--- config.mk ---
export PLATFORM = sky130hd
export DESIGN_NAME = bridge_vga_decode_pm_cap
export DESIGN_NICKNAME = d
export VERILOG_FILES = /design/src/verilog/bridge_vga_pkg.sv /design/src/verilog/bridge_vga_decode_pm_cap.sv /design/src/verilog/vga_decode.sv
export VERILOG_INCLUDE_DIRS = /design/src /design/src/verilog
export SDC_FILE = /design/constraint.sdc
export NUM_CORES = 1
export LEC_CHECK = 0
export BUFFER_PORTS_ARGS = -buffer_cell sky130_fd_sc_hd__buf_2
export CORE_ASPECT_RATIO = 0.6
export CORE_MARGIN = 10
export CORE_UTILIZATION = 49
export CTS_BUF_LIST = sky130_fd_sc_hd__clkbuf_8
export DETAILED_ROUTE_END_ITERATION = 7
export PLACE_DENSITY = 0.84
export SETUP_SLACK_MARGIN = 0.3
export SLEW_MARGIN = 20
export SYNTH_ARGS = -nofsm -noshare
export SYNTH_HDL_FRONTEND = slang
export SYNTH_HIERARCHICAL = 1
export SYNTH_SLANG_ARGS = --single-unit
export TNS_END_PERCENT = 10
--- constraint.sdc ---
create_clock -name CLK -period 1.9 [get_ports CLK]
set_input_delay 0.285 -clock CLK [delete_from_list [all_inputs] [get_ports CLK]]
set_output_delay 0.285 -clock CLK [all_outputs]
set_load 0.05 [all_outputs]
--- src/verilog/bridge_vga_regs.svh ---
// register offsets, field positions and reset values of the bridge port
`ifndef BRIDGE_VGA_REGS_SVH
`define BRIDGE_VGA_REGS_SVH

// ----------------------------------------------------------------------
// offsets (byte addresses, dword aligned)
// ----------------------------------------------------------------------
`define OFS_BRIDGE_CTRL      8'h3C
`define OFS_PM_CAP           8'h40
`define OFS_PM_STAT_CTRL     8'h44

// ----------------------------------------------------------------------
// bridge control field positions
// ----------------------------------------------------------------------
`define BIT_PARITY_RESP      16
`define BIT_SERR_EN          17
`define BIT_ISA_EN           18
`define BIT_VGA_EN           19
`define BIT_VGA_16BIT        20
`define BIT_SEC_BUS_RESET    22

// ----------------------------------------------------------------------
// reset values
// ----------------------------------------------------------------------
`define RST_INT_LINE         8'h00
`define RST_INT_PIN          8'h01
`define RST_CAP_ID           8'h01
`define RST_NEXT_PTR         8'h48
`define RST_PM_VERSION       3'h3
`define RST_DSI              1'b0
`define RST_AUX_CURRENT      3'h0
`define RST_PME_SUPPORT      5'h19
`define RST_POWER_STATE      2'h0
`define RST_NO_SOFT_RESET    1'b1

// ----------------------------------------------------------------------
// power state encodings
// ----------------------------------------------------------------------
`define PS_D0                2'h0
`define PS_D3HOT             2'h3

// ----------------------------------------------------------------------
// legacy video windows
// ----------------------------------------------------------------------
`define VGA_MEM_LO           32'h000A_0000
`define VGA_MEM_HI           32'h000B_FFFF
`define VGA_IO_A_LO          10'h3B0
`define VGA_IO_A_HI          10'h3BB
`define VGA_IO_B_LO          10'h3C0
`define VGA_IO_B_HI          10'h3DF

`endif

--- src/verilog/bridge_vga_pkg.sv ---
// types shared by the bridge port configuration logic
package bridge_vga_pkg;

  // ----------------------------------------------------------------------
  // configuration access from the root complex
  // ----------------------------------------------------------------------
  typedef struct packed {
    logic        wr;
    logic        rd;
    logic [7:0]  addr;
    logic [3:0]  be;
    logic [31:0] wdata;
  } cfg_req_s;

  typedef struct packed {
    logic        ack;
    logic [31:0] rdata;
  } cfg_rsp_s;

  // ----------------------------------------------------------------------
  // preload from serial eeprom or i2c
  // ----------------------------------------------------------------------
  typedef struct packed {
    logic        wr;
    logic [7:0]  addr;
    logic [31:0] wdata;
  } load_req_s;

  // ----------------------------------------------------------------------
  // transaction presented for a forwarding decision
  // ----------------------------------------------------------------------
  typedef struct packed {
    logic        valid;
    logic        is_io;
    logic        from_primary;
    logic        win_hit;
    logic [31:0] addr;
  } fwd_req_s;

  typedef struct packed {
    logic fwd_down;
    logic fwd_up;
    logic vga_claim;
    logic vga_block;
  } fwd_rsp_s;

  function automatic logic in_range32(input logic [31:0] a,
                                      input logic [31:0] lo,
                                      input logic [31:0] hi);
    in_range32 = (a >= lo) && (a <= hi);
  endfunction : in_range32

  function automatic logic in_range10(input logic [9:0] a,
                                      input logic [9:0] lo,
                                      input logic [9:0] hi);
    in_range10 = (a >= lo) && (a <= hi);
  endfunction : in_range10

endpackage : bridge_vga_pkg

--- src/verilog/bridge_vga_decode_pm_cap.sv ---
// bridge control upper half, legacy video decode and power management capability
//
// Function
// vga enable claims primary memory requests in A0000-BFFFF and forwards them down
// vga enable forwards io with zero upper half, low bits in video ranges
// 16-bit decode bit, reset zero, picks 10 or 16 bit io decode
// vga enable blocks legacy video addresses going upstream
// legacy forwarding ignores base/limit windows and the isa enable bit
// memory needs memory enable, io needs io enable to forward
// vga enable resets to zero; when clear only windows forward
// egress port with vga enable uses store-and-forward, not cut-through
// secondary bus reset bit drives hot reset on downstream link
// unsupported bridge control bits and top reserved bits read zero
// capability header gives id one and next pointer to msi structure
// version field reads three by default
// pme clock bit always reads zero
// device-specific initialization bit reads zero by default
// loader should program auxiliary current to zero
// pme support defaults with bits 31, 30, 27 set; d1, d2 zero
// two-bit power state reports and accepts state, resets to d0
// writes of d1 or d2 complete but leave power state unchanged
`include "bridge_vga_regs.svh"
module bridge_vga_decode_pm_cap
  import bridge_vga_pkg::*;
#(
  parameter int ADDR_W = 32
)
(
  input  wire logic      CLK,
  input  wire logic      RST_N,
  input  wire logic      CE,
  input  wire cfg_req_s  CFG_REQ,
  output cfg_rsp_s       CFG_RSP,
  input  wire load_req_s LOAD_REQ,
  input  wire logic      MEM_ACCESS_EN,
  input  wire logic      IO_ACCESS_EN,
  input  wire fwd_req_s  FWD_REQ,
  output fwd_rsp_s       FWD_RSP,
  output logic           STORE_FWD,
  output logic           HOT_RESET,
  output logic [1:0]     POWER_STATE
);

  // ----------------------------------------------------------------------
  // parameter check
  // ----------------------------------------------------------------------
  generate
    if (ADDR_W != 32) begin : g_bad_width
      $error("bridge_vga_decode_pm_cap supports only 32-bit addresses");
    end
  endgenerate

  // ----------------------------------------------------------------------
  // helpers
  // ----------------------------------------------------------------------
  // one offset compare shared by both write ports and the read mux
  function automatic logic at_ofs(input logic [7:0] addr, input logic [7:0] ofs);
    at_ofs = (addr == ofs);
  endfunction : at_ofs

  // ----------------------------------------------------------------------
  // storage
  // ----------------------------------------------------------------------
  logic [7:0] int_line;
  logic [7:0] int_pin;
  logic       parity_resp;
  logic       serr_en;
  logic       isa_en;
  logic       vga_en;
  logic       vga_16bit;
  logic       sec_bus_reset;
  logic [7:0] cap_id;
  logic [7:0] next_ptr;
  logic [2:0] pm_version;
  logic       dsi;
  logic [2:0] aux_current;
  logic [4:0] pme_support;
  logic [1:0] power_state;

  // ----------------------------------------------------------------------
  // write decode
  // ----------------------------------------------------------------------
  wire logic        cfg_wr_bc;
  wire logic        cfg_wr_ps;
  wire logic        ld_wr_bc;
  wire logic        ld_wr_cap;
  wire logic        ld_wr_ps;
  wire logic        cfg_b0_bc;
  wire logic        cfg_b2_bc;
  wire logic [1:0]  new_ps;
  wire logic        ps_write;
  wire logic        ps_ok;
  wire logic [31:0] ld_d;
  wire logic [31:0] cfg_d;
  wire logic        sel_bc;
  wire logic        sel_cap;
  wire logic        sel_ps;

  assign sel_bc    = at_ofs(CFG_REQ.addr, `OFS_BRIDGE_CTRL);
  assign sel_cap   = at_ofs(CFG_REQ.addr, `OFS_PM_CAP);
  assign sel_ps    = at_ofs(CFG_REQ.addr, `OFS_PM_STAT_CTRL);

  assign ld_d      = LOAD_REQ.wdata;
  assign cfg_d     = CFG_REQ.wdata;
  assign cfg_wr_bc = CFG_REQ.wr && sel_bc;
  assign cfg_wr_ps = CFG_REQ.wr && sel_ps && CFG_REQ.be[0];
  assign cfg_b0_bc = cfg_wr_bc && CFG_REQ.be[0];
  assign cfg_b2_bc = cfg_wr_bc && CFG_REQ.be[2];
  assign ld_wr_bc  = LOAD_REQ.wr && at_ofs(LOAD_REQ.addr, `OFS_BRIDGE_CTRL);
  assign ld_wr_cap = LOAD_REQ.wr && at_ofs(LOAD_REQ.addr, `OFS_PM_CAP);
  assign ld_wr_ps  = LOAD_REQ.wr && at_ofs(LOAD_REQ.addr, `OFS_PM_STAT_CTRL);

  // ----------------------------------------------------------------------
  // power state decode
  // ----------------------------------------------------------------------
  // loader wins when both sources write the power state in one cycle
  assign ps_write  = ld_wr_ps || cfg_wr_ps;
  assign new_ps    = ld_wr_ps ? ld_d[1:0] : cfg_d[1:0];
  // intermediate states are dropped silently; the write still completes
  assign ps_ok     = (new_ps == `PS_D0) || (new_ps == `PS_D3HOT);

  // ----------------------------------------------------------------------
  // bridge control and interrupt signal
  // ----------------------------------------------------------------------
  // the loader writes the whole dword and wins over a config write
  wire logic        line_we;
  wire logic        ctrl_we;
  wire logic [31:0] bc_src;

  assign line_we = ld_wr_bc || cfg_b0_bc;
  assign ctrl_we = ld_wr_bc || cfg_b2_bc;
  assign bc_src  = ld_wr_bc ? ld_d : cfg_d;

  always_ff @(posedge CLK or negedge RST_N) begin
    if (!RST_N) begin
      int_line <= `RST_INT_LINE;
    end else if (CE && line_we) begin
      int_line <= bc_src[7:0];
    end
  end

  // only 00h and 01h are legal pin values
  always_ff @(posedge CLK or negedge RST_N) begin
    if (!RST_N) begin
      int_pin <= `RST_INT_PIN;
    end else if (CE && ld_wr_bc) begin
      int_pin <= {7'h00, ld_d[8]};
    end
  end

  always_ff @(posedge CLK or negedge RST_N) begin
    if (!RST_N) begin
      parity_resp   <= 1'b0;
      serr_en       <= 1'b0;
      isa_en        <= 1'b0;
      vga_en        <= 1'b0;
      vga_16bit     <= 1'b0;
      sec_bus_reset <= 1'b0;
    end else if (CE && ctrl_we) begin
      parity_resp   <= bc_src[`BIT_PARITY_RESP];
      serr_en       <= bc_src[`BIT_SERR_EN];
      isa_en        <= bc_src[`BIT_ISA_EN];
      vga_en        <= bc_src[`BIT_VGA_EN];
      vga_16bit     <= bc_src[`BIT_VGA_16BIT];
      sec_bus_reset <= bc_src[`BIT_SEC_BUS_RESET];
    end
  end

  // ----------------------------------------------------------------------
  // power management capability, loader only
  // ----------------------------------------------------------------------
  always_ff @(posedge CLK or negedge RST_N) begin
    if (!RST_N) begin
      cap_id      <= `RST_CAP_ID;
      next_ptr    <= `RST_NEXT_PTR;
      pm_version  <= `RST_PM_VERSION;
      dsi         <= `RST_DSI;
      aux_current <= `RST_AUX_CURRENT;
      pme_support <= `RST_PME_SUPPORT;
    end else if (CE && ld_wr_cap) begin
      cap_id      <= ld_d[7:0];
      next_ptr    <= ld_d[15:8];
      pm_version  <= ld_d[18:16];
      dsi         <= ld_d[21];
      // a loader is expected to keep this at zero
      aux_current <= ld_d[24:22];
      pme_support <= ld_d[31:27];
    end
  end

  // ----------------------------------------------------------------------
  // power state
  // ----------------------------------------------------------------------
  always_ff @(posedge CLK or negedge RST_N) begin
    if (!RST_N) begin
      power_state <= `RST_POWER_STATE;
    end else if (CE && ps_write && ps_ok) begin
      power_state <= new_ps;
    end
  end

  // ----------------------------------------------------------------------
  // read data
  // ----------------------------------------------------------------------
  wire logic [31:0] rd_bc;
  wire logic [31:0] rd_cap;
  wire logic [31:0] rd_ps;
  wire logic [31:0] rd_mux;
  wire logic        next_ack;
  wire logic [31:0] next_rdata;

  // bits 21, 23-31 are hardwired zero
  assign rd_bc  = {4'h0,
                   4'h0,
                   1'b0,
                   sec_bus_reset,
                   1'b0,
                   vga_16bit,
                   vga_en,
                   isa_en,
                   serr_en,
                   parity_resp,
                   int_pin,
                   int_line};
  // pme clock, d1 and d2 support read zero
  assign rd_cap = {pme_support,
                   2'h0,
                   aux_current,
                   dsi,
                   1'b0,
                   1'b0,
                   pm_version,
                   next_ptr,
                   cap_id};
  assign rd_ps  = {28'h0000000,
                   `RST_NO_SOFT_RESET,
                   1'b0,
                   power_state};
  assign rd_mux = sel_bc  ? rd_bc  :
                  sel_cap ? rd_cap :
                  sel_ps  ? rd_ps  :
                  32'h0000_0000;

  // every request seen with CE high is answered one cycle later; unmapped reads give zero
  assign next_ack   = CFG_REQ.wr || CFG_REQ.rd;
  assign next_rdata = CFG_REQ.rd ? rd_mux : 32'h0000_0000;

  always_ff @(posedge CLK or negedge RST_N) begin
    if (!RST_N) begin
      CFG_RSP <= '0;
    end else if (CE) begin
      CFG_RSP.ack   <= next_ack;
      CFG_RSP.rdata <= next_rdata;
    end
  end

  // ----------------------------------------------------------------------
  // forwarding decision
  // ----------------------------------------------------------------------
  fwd_rsp_s dec_rsp;

  vga_decode u_decode (
    .req       (FWD_REQ),
    .vga_en    (vga_en),
    .vga_16bit (vga_16bit),
    .mem_en    (MEM_ACCESS_EN),
    .io_en     (IO_ACCESS_EN),
    .rsp       (dec_rsp)
  );

  // ----------------------------------------------------------------------
  // registered outputs
  // ----------------------------------------------------------------------
  always_ff @(posedge CLK or negedge RST_N) begin
    if (!RST_N) begin
      FWD_RSP <= '0;
    end else if (CE) begin
      FWD_RSP <= dec_rsp;
    end
  end

  // cut-through cannot be used while legacy video is routed here
  always_ff @(posedge CLK or negedge RST_N) begin
    if (!RST_N) begin
      STORE_FWD <= 1'b0;
    end else if (CE) begin
      STORE_FWD <= vga_en;
    end
  end

  always_ff @(posedge CLK or negedge RST_N) begin
    if (!RST_N) begin
      HOT_RESET <= 1'b0;
    end else if (CE) begin
      HOT_RESET <= sec_bus_reset;
    end
  end

  always_ff @(posedge CLK or negedge RST_N) begin
    if (!RST_N) begin
      POWER_STATE <= `RST_POWER_STATE;
    end else if (CE) begin
      POWER_STATE <= power_state;
    end
  end

endmodule : bridge_vga_decode_pm_cap

--- src/verilog/vga_decode.sv ---
// legacy video address decoder, combinational
`include "bridge_vga_regs.svh"
module vga_decode
  import bridge_vga_pkg::*;
(
  input  wire fwd_req_s req,
  input  wire logic     vga_en,
  input  wire logic     vga_16bit,
  input  wire logic     mem_en,
  input  wire logic     io_en,
  output fwd_rsp_s      rsp
);

  // ----------------------------------------------------------------------
  // address match
  // ----------------------------------------------------------------------
  wire logic mem_hit;
  wire logic io_low_hit;
  wire logic io_alias_ok;
  wire logic io_hit;
  wire logic vga_hit;
  wire logic access_ok;
  wire logic claim;
  wire logic block;

  assign mem_hit     = !req.is_io && in_range32(req.addr, `VGA_MEM_LO, `VGA_MEM_HI);
  assign io_low_hit  = in_range10(req.addr[9:0], `VGA_IO_A_LO, `VGA_IO_A_HI)
                    || in_range10(req.addr[9:0], `VGA_IO_B_LO, `VGA_IO_B_HI);
  // aliases pass in 10-bit mode, only the first alias in 16-bit mode
  assign io_alias_ok = !vga_16bit || (req.addr[15:10] == 6'h00);
  assign io_hit      = req.is_io && (req.addr[31:16] == 16'h0000)
                    && io_low_hit && io_alias_ok;
  assign vga_hit     = vga_en && (mem_hit || io_hit);
  assign access_ok   = req.is_io ? io_en : mem_en;

  // ----------------------------------------------------------------------
  // decision
  // ----------------------------------------------------------------------
  // windows and isa enable are not consulted for the legacy hit
  assign claim = req.valid && req.from_primary && vga_hit && access_ok;
  assign block = req.valid && !req.from_primary && vga_hit;

  assign rsp.vga_claim = claim;
  assign rsp.vga_block = block;
  assign rsp.fwd_down  = claim || (req.valid && req.from_primary && req.win_hit
                                   && access_ok);
  assign rsp.fwd_up    = req.valid && !req.from_primary && req.win_hit && !block;

endmodule : vga_decode
==> qor.txt <==
Ys flop type = dfrtp_1
Setup-failing EPs final = 0
Port Buf Inserts = 142
Die H = 89.1 um
Post-synthesis async set-or-reset flop share = 100%
Sw Share = 25.3%
Die width = 135 um
DR vias/cell = 5.51
DR WL/cell = 19.7 um
Final net count = 563
Clock group share of total power = 36.2%
Synth area leader = dfrtp_1
Slew Limit Fails = 0
Slack of the critical path = 257 ps
Reg2Reg Depth = 4
CTS tree = yes
Max FO, Critical Path = 3
Clock Pin Slew Worst Setup and Hold Paths = 90 ps
EDFF count, synth = 0
Startpoint Class = primary input
Status = completed
CP required = 2140 ps
Hpwl dp = 8.20 mm
Setup crit end kind = register
Crit path time final = 1640 ps
ANT cells = 0
Register area share after synthesis = 54.2%
Clock root buffer = clkbuf_8
Number of max-cap violations = 0
Post-place setup slack = -91.2 ps
Power Density = 700 nW/um^2
Seq cells post-synth = 84
Reg power frac = 53.0%
Hold Slack = 157 ps
Largest net degree at the start of global routing = 39
RSZ-0062 raised after global routing = yes
Synth warn = 6
Initial drt markers = 194
Commonest non-fill, non-tap cell in the layout = buf_2
Final hold vios = 0
Skew final = 6.82 ps
Maximum clock rate = 0.609 GHz
Filler cells = 587
R2r setup slk = 290 ps
Kind of critical path = primary input to register
Antenna viol nets, final = 0
Clk buf depth = 2
Initial antenna violation count = 0
Routability cong. = 0.849
Most frequent cells in the layout = buf_2 (141), dfrtp_1 (75), mux2_4 (21), a22o_1 (17), mux2_2 (17)
GRT Total Usage = 18.2%
H-tree levels = 3
Vias = 3022
CTS Buf Count = 9
CP arrival = 1890 ps
Vias in the first global route = 3331
Area grow syn2layout = 29.0%
Worst-skew pair later-pin latency = 350 ps
Net Sw Power = 0.891 mW
Io pins = 169
LEAKAGE = 2.65 nW
Post-route cell area = 5030 sq um
Row count = 25
Internal Power = 2.63 mW
Avg Inst Size Synth = 13.8 sq um
Die area = 12100 sq um
First-pass GRT wire length = 17.2 mm
Setup crit end = FWD_RSP[2]
DR pass1 iterations = 5
Core ar. = 7820 sq um
DP Area = 4790 sq um
DRC violations left = 0
Share of layout cells above drive strength 1 = 54.8%
Yosys top cell area share = 48.1%
Crit. Startpoint = FWD_REQ[26]
TritonCTS Sinks = 84
DRT Wirelength = 10.8 mm
Hold Crit Start = LOAD_REQ[11]
HP Class = primary input to register
Unique masters post-synth = 52
Logic pwr share = 10.8%
GRT overflow = 0
Syn Inst Count = 282
Period utilization = 86.5%
Reg-to-reg critical path endpoint = FWD_RSP[2]
Peak VDD IR = 0.450 mV
Area contributors post-synth = dfrtp_1 (48%), mux2_4 (7.7%), dfstp_2 (6.1%), mux2_2 (5.2%), a22o_1 (3.8%)
R2r startpoint = vga_en
Synth Cell Area = 3900 sq um
Initial core utilization = 49.9%
-- power by group through the flow --
stage,Sequential [mW],Combinational [mW],Clock (mW)
3_3_place_gp,1.90,0.358,0
4_1_cts,1.87,0.377,1.32
3_5_place_dp,1.90,0.374,0
2_1_floorplan,1.92,0.133,0
5_1_grt,1.87,0.416,1.40
6_report,1.87,0.380,1.28
-- how the worst min path moves through the flow --
stage / endpoint / depth (start not counted)
after floorplan: CFG_RSP[0] / 0
after global placement: CFG_RSP[17] / 1
after detailed placement: CFG_RSP[17] / 1
after CTS: next_ptr[3] / 2
after global routing: next_ptr[3] / 2
final: next_ptr[3] / 2
-- cells in the mapped netlist, drive strengths merged, types with 2 or more instances --
library cell	number
dfrtp	75
mux2	38
a22o	17
nand3b	14
o221a	14
a221o	12
buf	12
nor2	11
nor2b	11
dfstp	9
clkbuf	6
nand2	6
nand3	6
inv	4
nor4b	4
a21oi	3
nand2b	3
nor3	3
nor4	3
o31a	3
or3	3
or4	3
a22oi	2
and3	2
and3b	2
o31ai	2
-- kinds of logic (layout without fill, tap and decap cells) --
family | Yosys count | after routing | share of synthesized area (%)
other cells | 1 | 2 | 0.0961
mux | 39 | 39 | 13.1
flops | 84 | 84 | 54.2
compound gates | 57 | 57 | 14.3
buf+inv | 22 | 179 | 3.43
simple gates | 79 | 79 | 14.9
-- routing by layer --
| layer | GRT usage, % | part of all wire (%) | vias to the layer above |
|---|---|---|---|
| met2 | 30.9 | 50 | 112 |
| met1 | 21.8 | 42 | 1520 |
| li1 | - | - | 1382 |
| met3 | 6.34 | 7.8 | 8 |
| met5 | 0 | 0 | - |
| met4 | 4.47 | 0.69 | 0 |
-- worst max-delay path, stage by stage --
cell and delay, ps:
buf_2 100, nor4_2 300, nand2_1 130, or4_4 540, o2111a_1 260, mux2_2 260
-- sequential cells by signal, indices dropped and copies added, names as in the netlist --
| register | cells |
|---|---|
| vga_en | 1 |
| pm_version | 3 |
| next_ptr | 8 |
| int_pin | 1 |
| int_line | 8 |
| power_state | 2 |
| POWER_STATE | 2 |
| serr_en | 1 |
| dsi | 1 |
| sec_bus_reset | 1 |
| isa_en | 1 |
| aux_current | 3 |
| FWD_RSP | 4 |
| parity_resp | 1 |
| cap_id | 8 |
| pme_support | 5 |
| HOT_RESET | 1 |
| STORE_FWD | 1 |
| CFG_RSP | 31 |
| vga_16bit | 1 |
-- cell type report --
class | count | area, sq um | area share [%]
clock inverter | 7 | 75.1 | 1.49
timing repair buffer | 159 | 881 | 17.5
clock buffer | 9 | 124 | 2.46
multi-input combinational | 177 | 1690 | 33.6
sequential | 84 | 2110 | 42.0
inverter | 4 | 15.0 | 0.298
tap | 108 | 135 | 2.69
-- stage by stage --
stage	std cells	power, mW	utilization (%)	TNS, ps
2_1_floorplan	283	2.06	-	0
3_3_place_gp	530	2.26	61.2	-52.8
3_5_place_dp	530	2.27	61.2	-225
4_1_cts	547	3.56	63.9	0
5_1_grt	548	3.69	64.4	0
6_report	548	3.52	64.4	0
-- repair_timing --
action,4_1_cts,5_1_grt
endpoints found under the setup margin,2,4
setup buffers,0,1
hold buffers,1,0
endpoints found under the hold margin,34,0
resized for setup,1,4
Note: power is estimated with default switching activity, not from simulation.
